===== src/ias_map.vh =====
`ifndef IAS_MAP_VH
`define IAS_MAP_VH

// clock and timing
`define IAS_CLK_HZ 200000000
`define IAS_AZ_TIME_MS 400
`define IAS_AZ_CYCLES (`IAS_AZ_TIME_MS * (`IAS_CLK_HZ / 1000))
`define IAS_CONV_TIME_MS 320
`define IAS_CONV_CYCLES (`IAS_CONV_TIME_MS * (`IAS_CLK_HZ / 1000))
`define IAS_CALC_CYCLES 32'h00000020
`define IAS_SLOPE_REVERSALS 6'h20
`define IAS_DIV_LAST 5'h16
`define IAS_DIV_DONE 5'h17

// result format, offset binary, one count per fixed step
`define IAS_LSB_STEP_UV 5
`define IAS_RES_W 22
`define IAS_RES_ZERO 22'h200000
`define IAS_RES_NEG_FS 22'h000000
`define IAS_RES_POS_FS 22'h3fffff

// status codes {high, low}
`define IAS_ST_CONVERTING 2'h0
`define IAS_ST_MSB 2'h1
`define IAS_ST_MID 2'h2
`define IAS_ST_READY 2'h3

// register offsets
`define IAS_REG_CTRL 8'h00
`define IAS_REG_STATE 8'h04
`define IAS_REG_RESULT 8'h08
`define IAS_REG_TP 8'h0c
`define IAS_REG_TM 8'h10
`define IAS_REG_IRQ_STAT 8'h14
`define IAS_REG_IRQ_CLR 8'h18
`define IAS_REG_IRQ_EN 8'h1c

// field positions
`define IAS_CTRL_CONVERT 0
`define IAS_CTRL_AUTOZERO 1
`define IAS_IRQ_DONE 0
`define IAS_IRQ_AZ_DONE 1
`define IAS_IRQ_IGNORED 2
`define IAS_IRQ_W 3
`define IAS_IRQ_EN_RESET 3'h0

`endif


===== src/ias_sequencer.v =====
// The implementer's own choices: the register addresses and register access over Wishbone.
`timescale 1ns/1ps
`default_nettype none
`include "ias_map.vh"

// Operation
// - a falling edge on the convert input while ready starts a new conversion cycle.
// - the two status outputs encode converting, msb shown, middle byte shown, lsb shown and ready.
// - when the calculation ends the msb goes into the output buffer, then the low status bit rises.
// - the second convert pulse loads the middle byte and changes the status to high bit only.
// - the third convert pulse loads the lsb and drives both status bits high.
// - the current status code decides whether a convert pulse starts a conversion or steps the bytes.
// - the data port is driven with the buffered byte only while output enable is low, else floated.
// - the output enable input is active low.
// - auto-zero low resets the controller, shorts the inputs, floats then lowers status until done.
// - an auto-zero runs by itself after power-up, and may be requested again later.
// - the result is bipolar offset binary over three bytes, zero input reading 20 00 00.
// - the result is scaled so one count is one fixed input voltage step.
// - the reference current direction reverses on every integrator threshold trip.
// - positive and negative slope times are counted and the result is their difference over sum.
// - each reversal after the first captures the interval count and calculation starts after enough reversals.
// - a conversion reaches result available within the conversion latency of the first pulse.
module ias_sequencer #(
    parameter [31:0] AZ_CYCLES = `IAS_AZ_CYCLES,
    parameter [31:0] CONV_CYCLES = `IAS_CONV_CYCLES
) (
    input wire i_core_clk,
    input wire i_rstn,
    input wire i_wb_cyc,
    input wire i_wb_stb,
    input wire i_wb_we,
    input wire [7:0] i_wb_adr,
    input wire [31:0] i_wb_dat,
    input wire [3:0] i_wb_sel,
    output reg [31:0] o_wb_dat,
    output reg o_wb_ack,
    input wire i_convert_n,
    input wire i_output_enable_n,
    input wire i_auto_zero_reset_n,
    input wire i_slope_trip,
    output reg o_ref_dir,
    output reg o_input_short,
    output reg [7:0] o_data,
    output reg o_data_oe,
    output reg o_status_low_bit,
    output reg o_status_high_bit,
    output reg o_status_oe,
    output reg o_irq
);

    localparam [2:0] S_AZ = 3'h0;
    localparam [2:0] S_MEAS = 3'h1;
    localparam [2:0] S_CALC = 3'h2;
    localparam [2:0] S_MSB = 3'h3;
    localparam [2:0] S_MID = 3'h4;
    localparam [2:0] S_READY = 3'h5;

    // reset release
    reg rst_meta;
    reg rst_sync;
    wire rst_n;

    always @(posedge i_core_clk or negedge i_rstn) begin
        if (!i_rstn) begin
            rst_meta <= 1'b0;
            rst_sync <= 1'b0;
        end else begin
            rst_meta <= 1'b1;
            rst_sync <= rst_meta;
        end
    end
    assign rst_n = rst_sync;

    // pin synchronisers
    reg conv_meta;
    reg conv_s;
    reg conv_d;
    reg oe_meta;
    reg oe_s;
    reg az_meta;
    reg az_s;
    reg trip_meta;
    reg trip_s;
    reg trip_d;

    always @(posedge i_core_clk or negedge rst_n) begin
        if (!rst_n) begin
            conv_meta <= 1'b1;
            conv_s <= 1'b1;
            conv_d <= 1'b1;
            oe_meta <= 1'b1;
            oe_s <= 1'b1;
            az_meta <= 1'b1;
            az_s <= 1'b1;
            trip_meta <= 1'b0;
            trip_s <= 1'b0;
            trip_d <= 1'b0;
        end else begin
            conv_meta <= i_convert_n;
            conv_s <= conv_meta;
            conv_d <= conv_s;
            oe_meta <= i_output_enable_n;
            oe_s <= oe_meta;
            az_meta <= i_auto_zero_reset_n;
            az_s <= az_meta;
            trip_meta <= i_slope_trip;
            trip_s <= trip_meta;
            trip_d <= trip_s;
        end
    end

    wire conv_fall = conv_d & ~conv_s;
    wire trip_edge = trip_s & ~trip_d;

    // bus decode
    wire wb_hit = i_wb_cyc & i_wb_stb & ~o_wb_ack;
    wire wb_wr = wb_hit & i_wb_we & i_wb_sel[0];
    wire ctrl_wr = wb_wr && (i_wb_adr == `IAS_REG_CTRL);
    wire sw_convert = ctrl_wr & i_wb_dat[`IAS_CTRL_CONVERT];
    wire sw_az = ctrl_wr & i_wb_dat[`IAS_CTRL_AUTOZERO];
    wire convert_evt = conv_fall | sw_convert;
    wire az_req = ~az_s | sw_az;

    // sequencer state
    reg [2:0] state;
    reg [2:0] state_q;
    reg [31:0] timer;
    reg [31:0] interval;
    reg [31:0] tp_acc;
    reg [31:0] tm_acc;
    reg [5:0] reversals;
    reg armed;
    reg [33:0] rem;
    reg [32:0] sum;
    reg [20:0] quo;
    reg neg;
    reg [4:0] div_cnt;
    reg [21:0] result;
    reg [7:0] data_buf;
    reg evt_done;
    reg evt_az;
    reg evt_ign;

    wire tp_ge = tp_acc >= tm_acc;
    wire [31:0] diff = tp_ge ? (tp_acc - tm_acc) : (tm_acc - tp_acc);
    wire [33:0] rem2 = {rem[32:0], 1'b0};
    wire rem_ge = rem2 >= {1'b0, sum};
    wire last_rev = trip_edge && armed && (reversals == `IAS_SLOPE_REVERSALS - 6'h01);
    wire meas_timeout = timer >= (CONV_CYCLES - `IAS_CALC_CYCLES);

    // reference current direction
    always @(posedge i_core_clk or negedge rst_n) begin
        if (!rst_n) begin
            o_ref_dir <= 1'b1;
        end else if (trip_edge) begin
            o_ref_dir <= ~o_ref_dir;
        end
    end

    always @(posedge i_core_clk or negedge rst_n) begin
        if (!rst_n) begin
            state <= S_AZ;
            timer <= 32'h0;
            interval <= 32'h0;
            tp_acc <= 32'h0;
            tm_acc <= 32'h0;
            reversals <= 6'h0;
            armed <= 1'b0;
            rem <= 34'h0;
            sum <= 33'h0;
            quo <= 21'h0;
            neg <= 1'b0;
            div_cnt <= 5'h0;
            result <= `IAS_RES_ZERO;
            data_buf <= 8'h00;
            o_input_short <= 1'b1;
            evt_done <= 1'b0;
            evt_az <= 1'b0;
            evt_ign <= 1'b0;
        end else begin
            evt_done <= 1'b0;
            evt_az <= 1'b0;
            evt_ign <= 1'b0;
            if (az_req && state != S_AZ) begin
                state <= S_AZ;
                timer <= 32'h0;
                o_input_short <= 1'b1;
            end else begin
                case (state)
                    S_AZ: begin
                        o_input_short <= 1'b1;
                        if (az_req) begin
                            timer <= 32'h0;
                        end else if (timer >= AZ_CYCLES - 32'h1) begin
                            state <= S_READY;
                            o_input_short <= 1'b0;
                            data_buf <= 8'h00;
                            evt_az <= 1'b1;
                        end else begin
                            timer <= timer + 32'h1;
                        end
                    end
                    S_READY: begin
                        if (convert_evt) begin
                            state <= S_MEAS;
                            timer <= 32'h0;
                            interval <= 32'h0;
                            tp_acc <= 32'h0;
                            tm_acc <= 32'h0;
                            reversals <= 6'h0;
                            armed <= 1'b0;
                        end
                    end
                    S_MEAS: begin
                        timer <= timer + 32'h1;
                        interval <= interval + 32'h1;
                        evt_ign <= convert_evt;
                        if (trip_edge) begin
                            interval <= 32'h1;
                            armed <= 1'b1;
                            if (armed) begin
                                reversals <= reversals + 6'h01;
                                if (o_ref_dir) begin
                                    tp_acc <= tp_acc + interval;
                                end else begin
                                    tm_acc <= tm_acc + interval;
                                end
                            end
                        end
                        if (last_rev || meas_timeout) begin
                            state <= S_CALC;
                            div_cnt <= 5'h0;
                        end
                    end
                    S_CALC: begin
                        evt_ign <= convert_evt;
                        div_cnt <= div_cnt + 5'h01;
                        if (div_cnt == 5'h0) begin
                            rem <= {2'b00, diff};
                            sum <= {1'b0, tp_acc} + {1'b0, tm_acc};
                            neg <= ~tp_ge;
                            quo <= 21'h0;
                        end else if (div_cnt < `IAS_DIV_LAST) begin
                            if (rem_ge) begin
                                rem <= rem2 - {1'b0, sum};
                                quo <= {quo[19:0], 1'b1};
                            end else begin
                                rem <= rem2;
                                quo <= {quo[19:0], 1'b0};
                            end
                        end else if (div_cnt == `IAS_DIV_LAST) begin
                            if (sum == 33'h0) begin
                                result <= `IAS_RES_ZERO;
                            end else if (neg) begin
                                result <= `IAS_RES_ZERO - {1'b0, quo};
                            end else begin
                                result <= `IAS_RES_ZERO + {1'b0, quo};
                            end
                        end else begin
                            data_buf <= {2'b00, result[21:16]};
                            state <= S_MSB;
                            evt_done <= 1'b1;
                        end
                    end
                    S_MSB: begin
                        if (convert_evt) begin
                            data_buf <= result[15:8];
                            state <= S_MID;
                        end
                    end
                    S_MID: begin
                        if (convert_evt) begin
                            data_buf <= result[7:0];
                            state <= S_READY;
                        end
                    end
                    default: begin
                        state <= S_AZ;
                        timer <= 32'h0;
                    end
                endcase
            end
        end
    end

    // status lags data by one cycle so the byte is in place first
    always @(posedge i_core_clk or negedge rst_n) begin
        if (!rst_n) begin
            state_q <= S_AZ;
            o_status_low_bit <= 1'b0;
            o_status_high_bit <= 1'b0;
            o_status_oe <= 1'b0;
            o_data <= 8'h00;
            o_data_oe <= 1'b0;
        end else begin
            state_q <= state;
            o_status_low_bit <= (state_q == S_MSB) | (state_q == S_READY);
            o_status_high_bit <= (state_q == S_MID) | (state_q == S_READY);
            o_status_oe <= az_s;
            o_data <= data_buf;
            o_data_oe <= ~oe_s;
        end
    end

    // interrupt flags, set wins over clear
    reg [`IAS_IRQ_W-1:0] irq_stat;
    reg [`IAS_IRQ_W-1:0] irq_en;
    wire [`IAS_IRQ_W-1:0] irq_evt = {evt_ign, evt_az, evt_done};
    wire [`IAS_IRQ_W-1:0] irq_clr = (wb_wr && i_wb_adr == `IAS_REG_IRQ_CLR) ?
        i_wb_dat[`IAS_IRQ_W-1:0] : {`IAS_IRQ_W{1'b0}};

    always @(posedge i_core_clk or negedge rst_n) begin
        if (!rst_n) begin
            irq_stat <= {`IAS_IRQ_W{1'b0}};
            irq_en <= `IAS_IRQ_EN_RESET;
            o_irq <= 1'b0;
        end else begin
            irq_stat <= (irq_stat & ~irq_clr) | irq_evt;
            if (wb_wr && i_wb_adr == `IAS_REG_IRQ_EN) begin
                irq_en <= i_wb_dat[`IAS_IRQ_W-1:0];
            end
            o_irq <= |(irq_stat & irq_en);
        end
    end

    // register read
    reg [31:0] rd_data;

    always @* begin
        case (i_wb_adr)
            `IAS_REG_STATE: rd_data = {27'h0, o_status_high_bit, o_status_low_bit, state};
            `IAS_REG_RESULT: rd_data = {10'h0, result};
            `IAS_REG_TP: rd_data = tp_acc;
            `IAS_REG_TM: rd_data = tm_acc;
            `IAS_REG_IRQ_STAT: rd_data = {29'h0, irq_stat};
            `IAS_REG_IRQ_EN: rd_data = {29'h0, irq_en};
            default: rd_data = 32'h0;
        endcase
    end

    always @(posedge i_core_clk or negedge rst_n) begin
        if (!rst_n) begin
            o_wb_ack <= 1'b0;
            o_wb_dat <= 32'h0;
        end else begin
            o_wb_ack <= wb_hit;
            if (wb_hit) begin
                o_wb_dat <= rd_data;
            end
        end
    end

endmodule // ias_sequencer

`default_nettype wire


===== config.mk =====
export PLATFORM = sky130hd
export DESIGN_NAME = ias_sequencer
export DESIGN_NICKNAME = d
export VERILOG_FILES = /design/src/ias_sequencer.v
export VERILOG_INCLUDE_DIRS = /design/src
export SDC_FILE = /design/constraint.sdc
export NUM_CORES = 1
export LEC_CHECK = 0
export BUFFER_PORTS_ARGS = -buffer_cell sky130_fd_sc_hd__buf_4
export CAP_MARGIN = 20
export CORE_UTILIZATION = 35
export CTS_CLUSTER_DIAMETER = 150
export DETAILED_ROUTE_END_ITERATION = 12
export PLACE_DENSITY_LB_ADDON = 0.08
export SLEW_MARGIN = 20
export SYNTH_ARGS = -nofsm -noshare
export SYNTH_HDL_FRONTEND = slang
export SYNTH_SLANG_ARGS = --single-unit

===== constraint.sdc =====
create_clock -name i_core_clk -period 12.8 [get_ports i_core_clk]
set_input_delay 0.64 -clock i_core_clk [delete_from_list [all_inputs] [get_ports i_core_clk]]
set_output_delay 0.64 -clock i_core_clk [all_outputs]
set_load 0.005 [all_outputs]

==> flow_summary_export.csv <==
group,metric,value,unit
worst_setup_path,reg2reg_from,"sum[0]",
logic_synthesis,synthAdderAreaFrac,10.4,%
clock_tree,cts_sinks,333,
logic_synthesis,muxShareOfSynthArea,1.71,%
logic_synthesis,yosysMostFrequentCell,"dfrtp_1",
logic_synthesis,yosysUniqueCellTypes,99,
logic_synthesis,synthFlopType,"dfrtp_1",
worst_setup_path,r2r_slack,8.16,ns
worst_setup_path,criticalPathCategory,"reg -> reg",
timing,post-route-period-util,36.2,%
min_path,worst_hold_path.endpoint,"az_meta",
logic_synthesis,synth_common_cells,"323 x dfrtp_1, 307 x nand2_1, 255 x o21ai_0, 244 x nor2_1, 228 x a21oi_1",
logic_synthesis,synth-xor-area-share,6.56,%
min_path,min_from,"i_auto_zero_reset_n",
grt,grt_pass1_wl,124,mm
logic_synthesis,yosysSeqAreaShare,33.5,%
timing,setup_viol,0,
logic_synthesis,yosysTopAreaCell,"dfrtp_1",
logic_synthesis,async_flop_share,100,%
timing,skew,0.0319,ns
logic_synthesis,avgSynthCellArea,8.36,sq um
clock_tree,cts_max_level,2,
worst_setup_path,timing.critical_path.cells,"fa_1 > nand2b_1 > a21oi_1 > a211oi_2 > o31ai_2 > o22ai_1 > o311ai_4 > buf_4 > nand2_1 > a211o_1 > nand3_1 > or4_1",
timing,slew_violations,0,
worst_setup_path,path_max_fanout,36,
floorplanning,rows,97,
logic_synthesis,synth_top_family_by_area,"compound AO/OA/AOI/OAI gates",
min_path,hold_path_depth,1,
finish,diodes,0,
finish,post_layout_nonfiller_instances,3961,
drt,viasPerCell,5.58,
logic_synthesis,netlist_area,24900,sq um
logic_synthesis,synth_compound_area_share,25.0,%
timing,fmax,216,MHz
drt,drt_iter0_markers,1786,
worst_setup_path,cp_data_required_time,13.33,ns
timing,hold_viol,0,
pwr,p_leak,12.8,nW
worst_setup_path,cp-end-kind,"register",
flow_run,maxCapViolCount,0,
floorplanning,chipWidth,269,um
clock_tree,clk_latency,0.60,ns
timing,slew_headroom,35.3,%
worst_setup_path,cp-start-kind,"register",
pwr,max-vdd-ir-drop,128,uV
placed_design,gp_congestion,0.946,
finish,nFillCells,7169,
placed_design,preCtsSetupSlack,8.10,ns
grt,grt_max_degree,161,
timing,tns,0,ns
floorplanning,fp.dieArea,72400,sq um
grt,grt_use_total,22.2,%
timing,tightest_slew,0.971,ns
logic_synthesis,synthesis.yosys.warnings,0,
logic_synthesis,synth_edf_count,0,
logic_synthesis,synth_area_leaders,"dfrtp_1 32%, ha_1 9.9%, o21ai_0 5.1%",
clock_tree,cts.clk_slew.worst_paths,0.06,ns
logic_synthesis,netlist.area_leader.share,32.4,%
logic_synthesis,netlist_instances,2985,
finish,final_nets,3242,
drt,drc,0,
clock_tree,cts_tree,"yes",
worst_setup_path,worst_path_largest_cell_delay,0.84,ns
logic_synthesis,synth_fp_nets,3242,
worst_setup_path,critPathArrivalTime,5.17,ns
worst_setup_path,crit_slowest_cell,"o311ai_4",
worst_setup_path,worstReg2RegEnd,"rem[31]",
clock_tree,cts_buffer_depth,3,
grt,globalRouteOverflowTotal,0,
floorplanning,ioPinCount,101,
run_status,outcome,"complete, no violations",
min_path,holdCritPathClass,"in -> reg",
finish,area_growth,11.4,%
grt,grt_pass1_vias,20883,
drt,routedWlPerCell,20.4,um
placed_design,port_buffers,68,
placed_design,post-place-cells,3878,
timing,rsz0062_at_grt,"no",
clock_tree,clock-root-buffer,"clkbuf_16",
finish,drive_gt1_share,7.51,%
clock_tree,cts_inserted_buffers,44,
grt,antenna_found_initial,1,
placed_design,hpwl,61.1,mm
floorplanning,start_util,35.5,%
drt,vias,22106,
timing,period_needed,4.64,ns
floorplanning,fp.coreArea,70300,sq um
drt,drt-total-wl,80.8,mm
pwr,power_density,247,nW/um^2
clock_tree,cts_setup_buffers,0,
drt,first_pass_iters,6,
logic_synthesis,synth_simple_gate_area_share,17.9,%
timing,worst_slack,8.16,ns
floorplanning,die_y,269,um
worst_setup_path,reg2reg_depth,12,
logic_synthesis,ys_seq_elements,333,
drt,ant_nets,0,
worst max-delay path: cells and delay by family (launching register included):
family	cells	cell delay, ns
and+or+nand+nor	4	0.69
AOI/OAI and AO/OA	6	2.37
adders and majority gates	1	0.48
DFF	1	0.48
buffers and inverters	1	0.52
area by class of cell:
class	count	area, sq um	area share (%)
Clock buffer	67	1320	4.74
Clock inverter	15	189	0.680
Inverter	168	631	2.27
Multi-Input combinational cell	2344	15400	55.4
Sequential cell	333	8350	30.0
Tap cell	940	1180	4.23
Timing Repair Buffer	94	721	2.59
power breakdown:
group	total (mW)	switching (mW)	internal (mW)
combinational	4.11	2.61	1.50
clock	1.29	0.520	0.774
sequential	1.46	0.243	1.22
registers in the layout (all words and copies together) (netlist names), 5 cells and up:
| register | count |
|---|---|
| rem | 33 |
| sum | 33 |
| interval | 32 |
| o_wb_dat | 32 |
| timer | 32 |
| tm_acc | 32 |
| tp_acc | 32 |
| result | 22 |
| quo | 21 |
| data_buf | 8 |
| o_data | 8 |
| reversals | 6 |
| div_cnt | 5 |
worst max-delay path by stage:
stage,from,end
detailed placement,sum[0],rem[31]
CTS,sum[0],rem[31]
floorplan,rst_n,armed
finish,sum[0],rem[31]
global placement,sum[0],rem[31]
global route,sum[0],rem[31]
repair_timing:
action	CTS	global route
hold buffers	1	0
resized for setup	0	0
hold endpoints to repair	2	0
metal layers:
layer  track usage [%]  vias up  routed length (um)
met1              33.3    10738               40600
li1                  -    10766                   -
met3              2.31      102                3110
met4              5.34        2                1650
met2              33.8      498               35400
met5                 0        -                  13
layout by cell type (no fill, tap or decap), types with 39 or more instances in the layout:
| cell type | instances |
|---|---|
| nand4_1 | 39 |
| clkbuf_16 | 44 |
| xnor2_1 | 112 |
| nand2_1 | 306 |
| inv_1 | 166 |
| ha_1 | 198 |
| a21oi_1 | 228 |
| nor2_1 | 243 |
| a21o_1 | 70 |
| a211oi_1 | 42 |
| buf_4 | 92 |
| nor3_1 | 43 |
| o31ai_1 | 51 |
| xor2_1 | 75 |
| a22o_1 | 59 |
| o21ai_0 | 255 |
| dfrtp_1 | 322 |
| nand3_1 | 126 |
kinds of logic (layout without fill, tap and decap cells):
family / after synthesis / in the layout
adder cells (fa/ha/maj): 204 / 204
XOR/XNOR: 187 / 187
flip-flops: 333 / 333
AND/OR/NAND/NOR: 943 / 943
buffers and inverters: 308 / 344
AO/OA/AOI/OAI: 967 / 967
multiplexers: 42 / 42
other: 1 / 1
stage by stage:
step / utilization (%) / hold WS (ns) / instance area (sq um) / power (mW)
global placement: 37.4 / 0.334 / 26300 / 5.51
CTS: 39.5 / 0.111 / 27800 / 6.86
detailed placement: 37.4 / 0.335 / 26300 / 5.52
global route: 39.5 / 0.120 / 27800 / 7.36
finish: 39.5 / 0.150 / 27800 / 6.86
floorplan: - / 0.331 / 24900 / 4.40
Power figures use the tool's default switching activity.
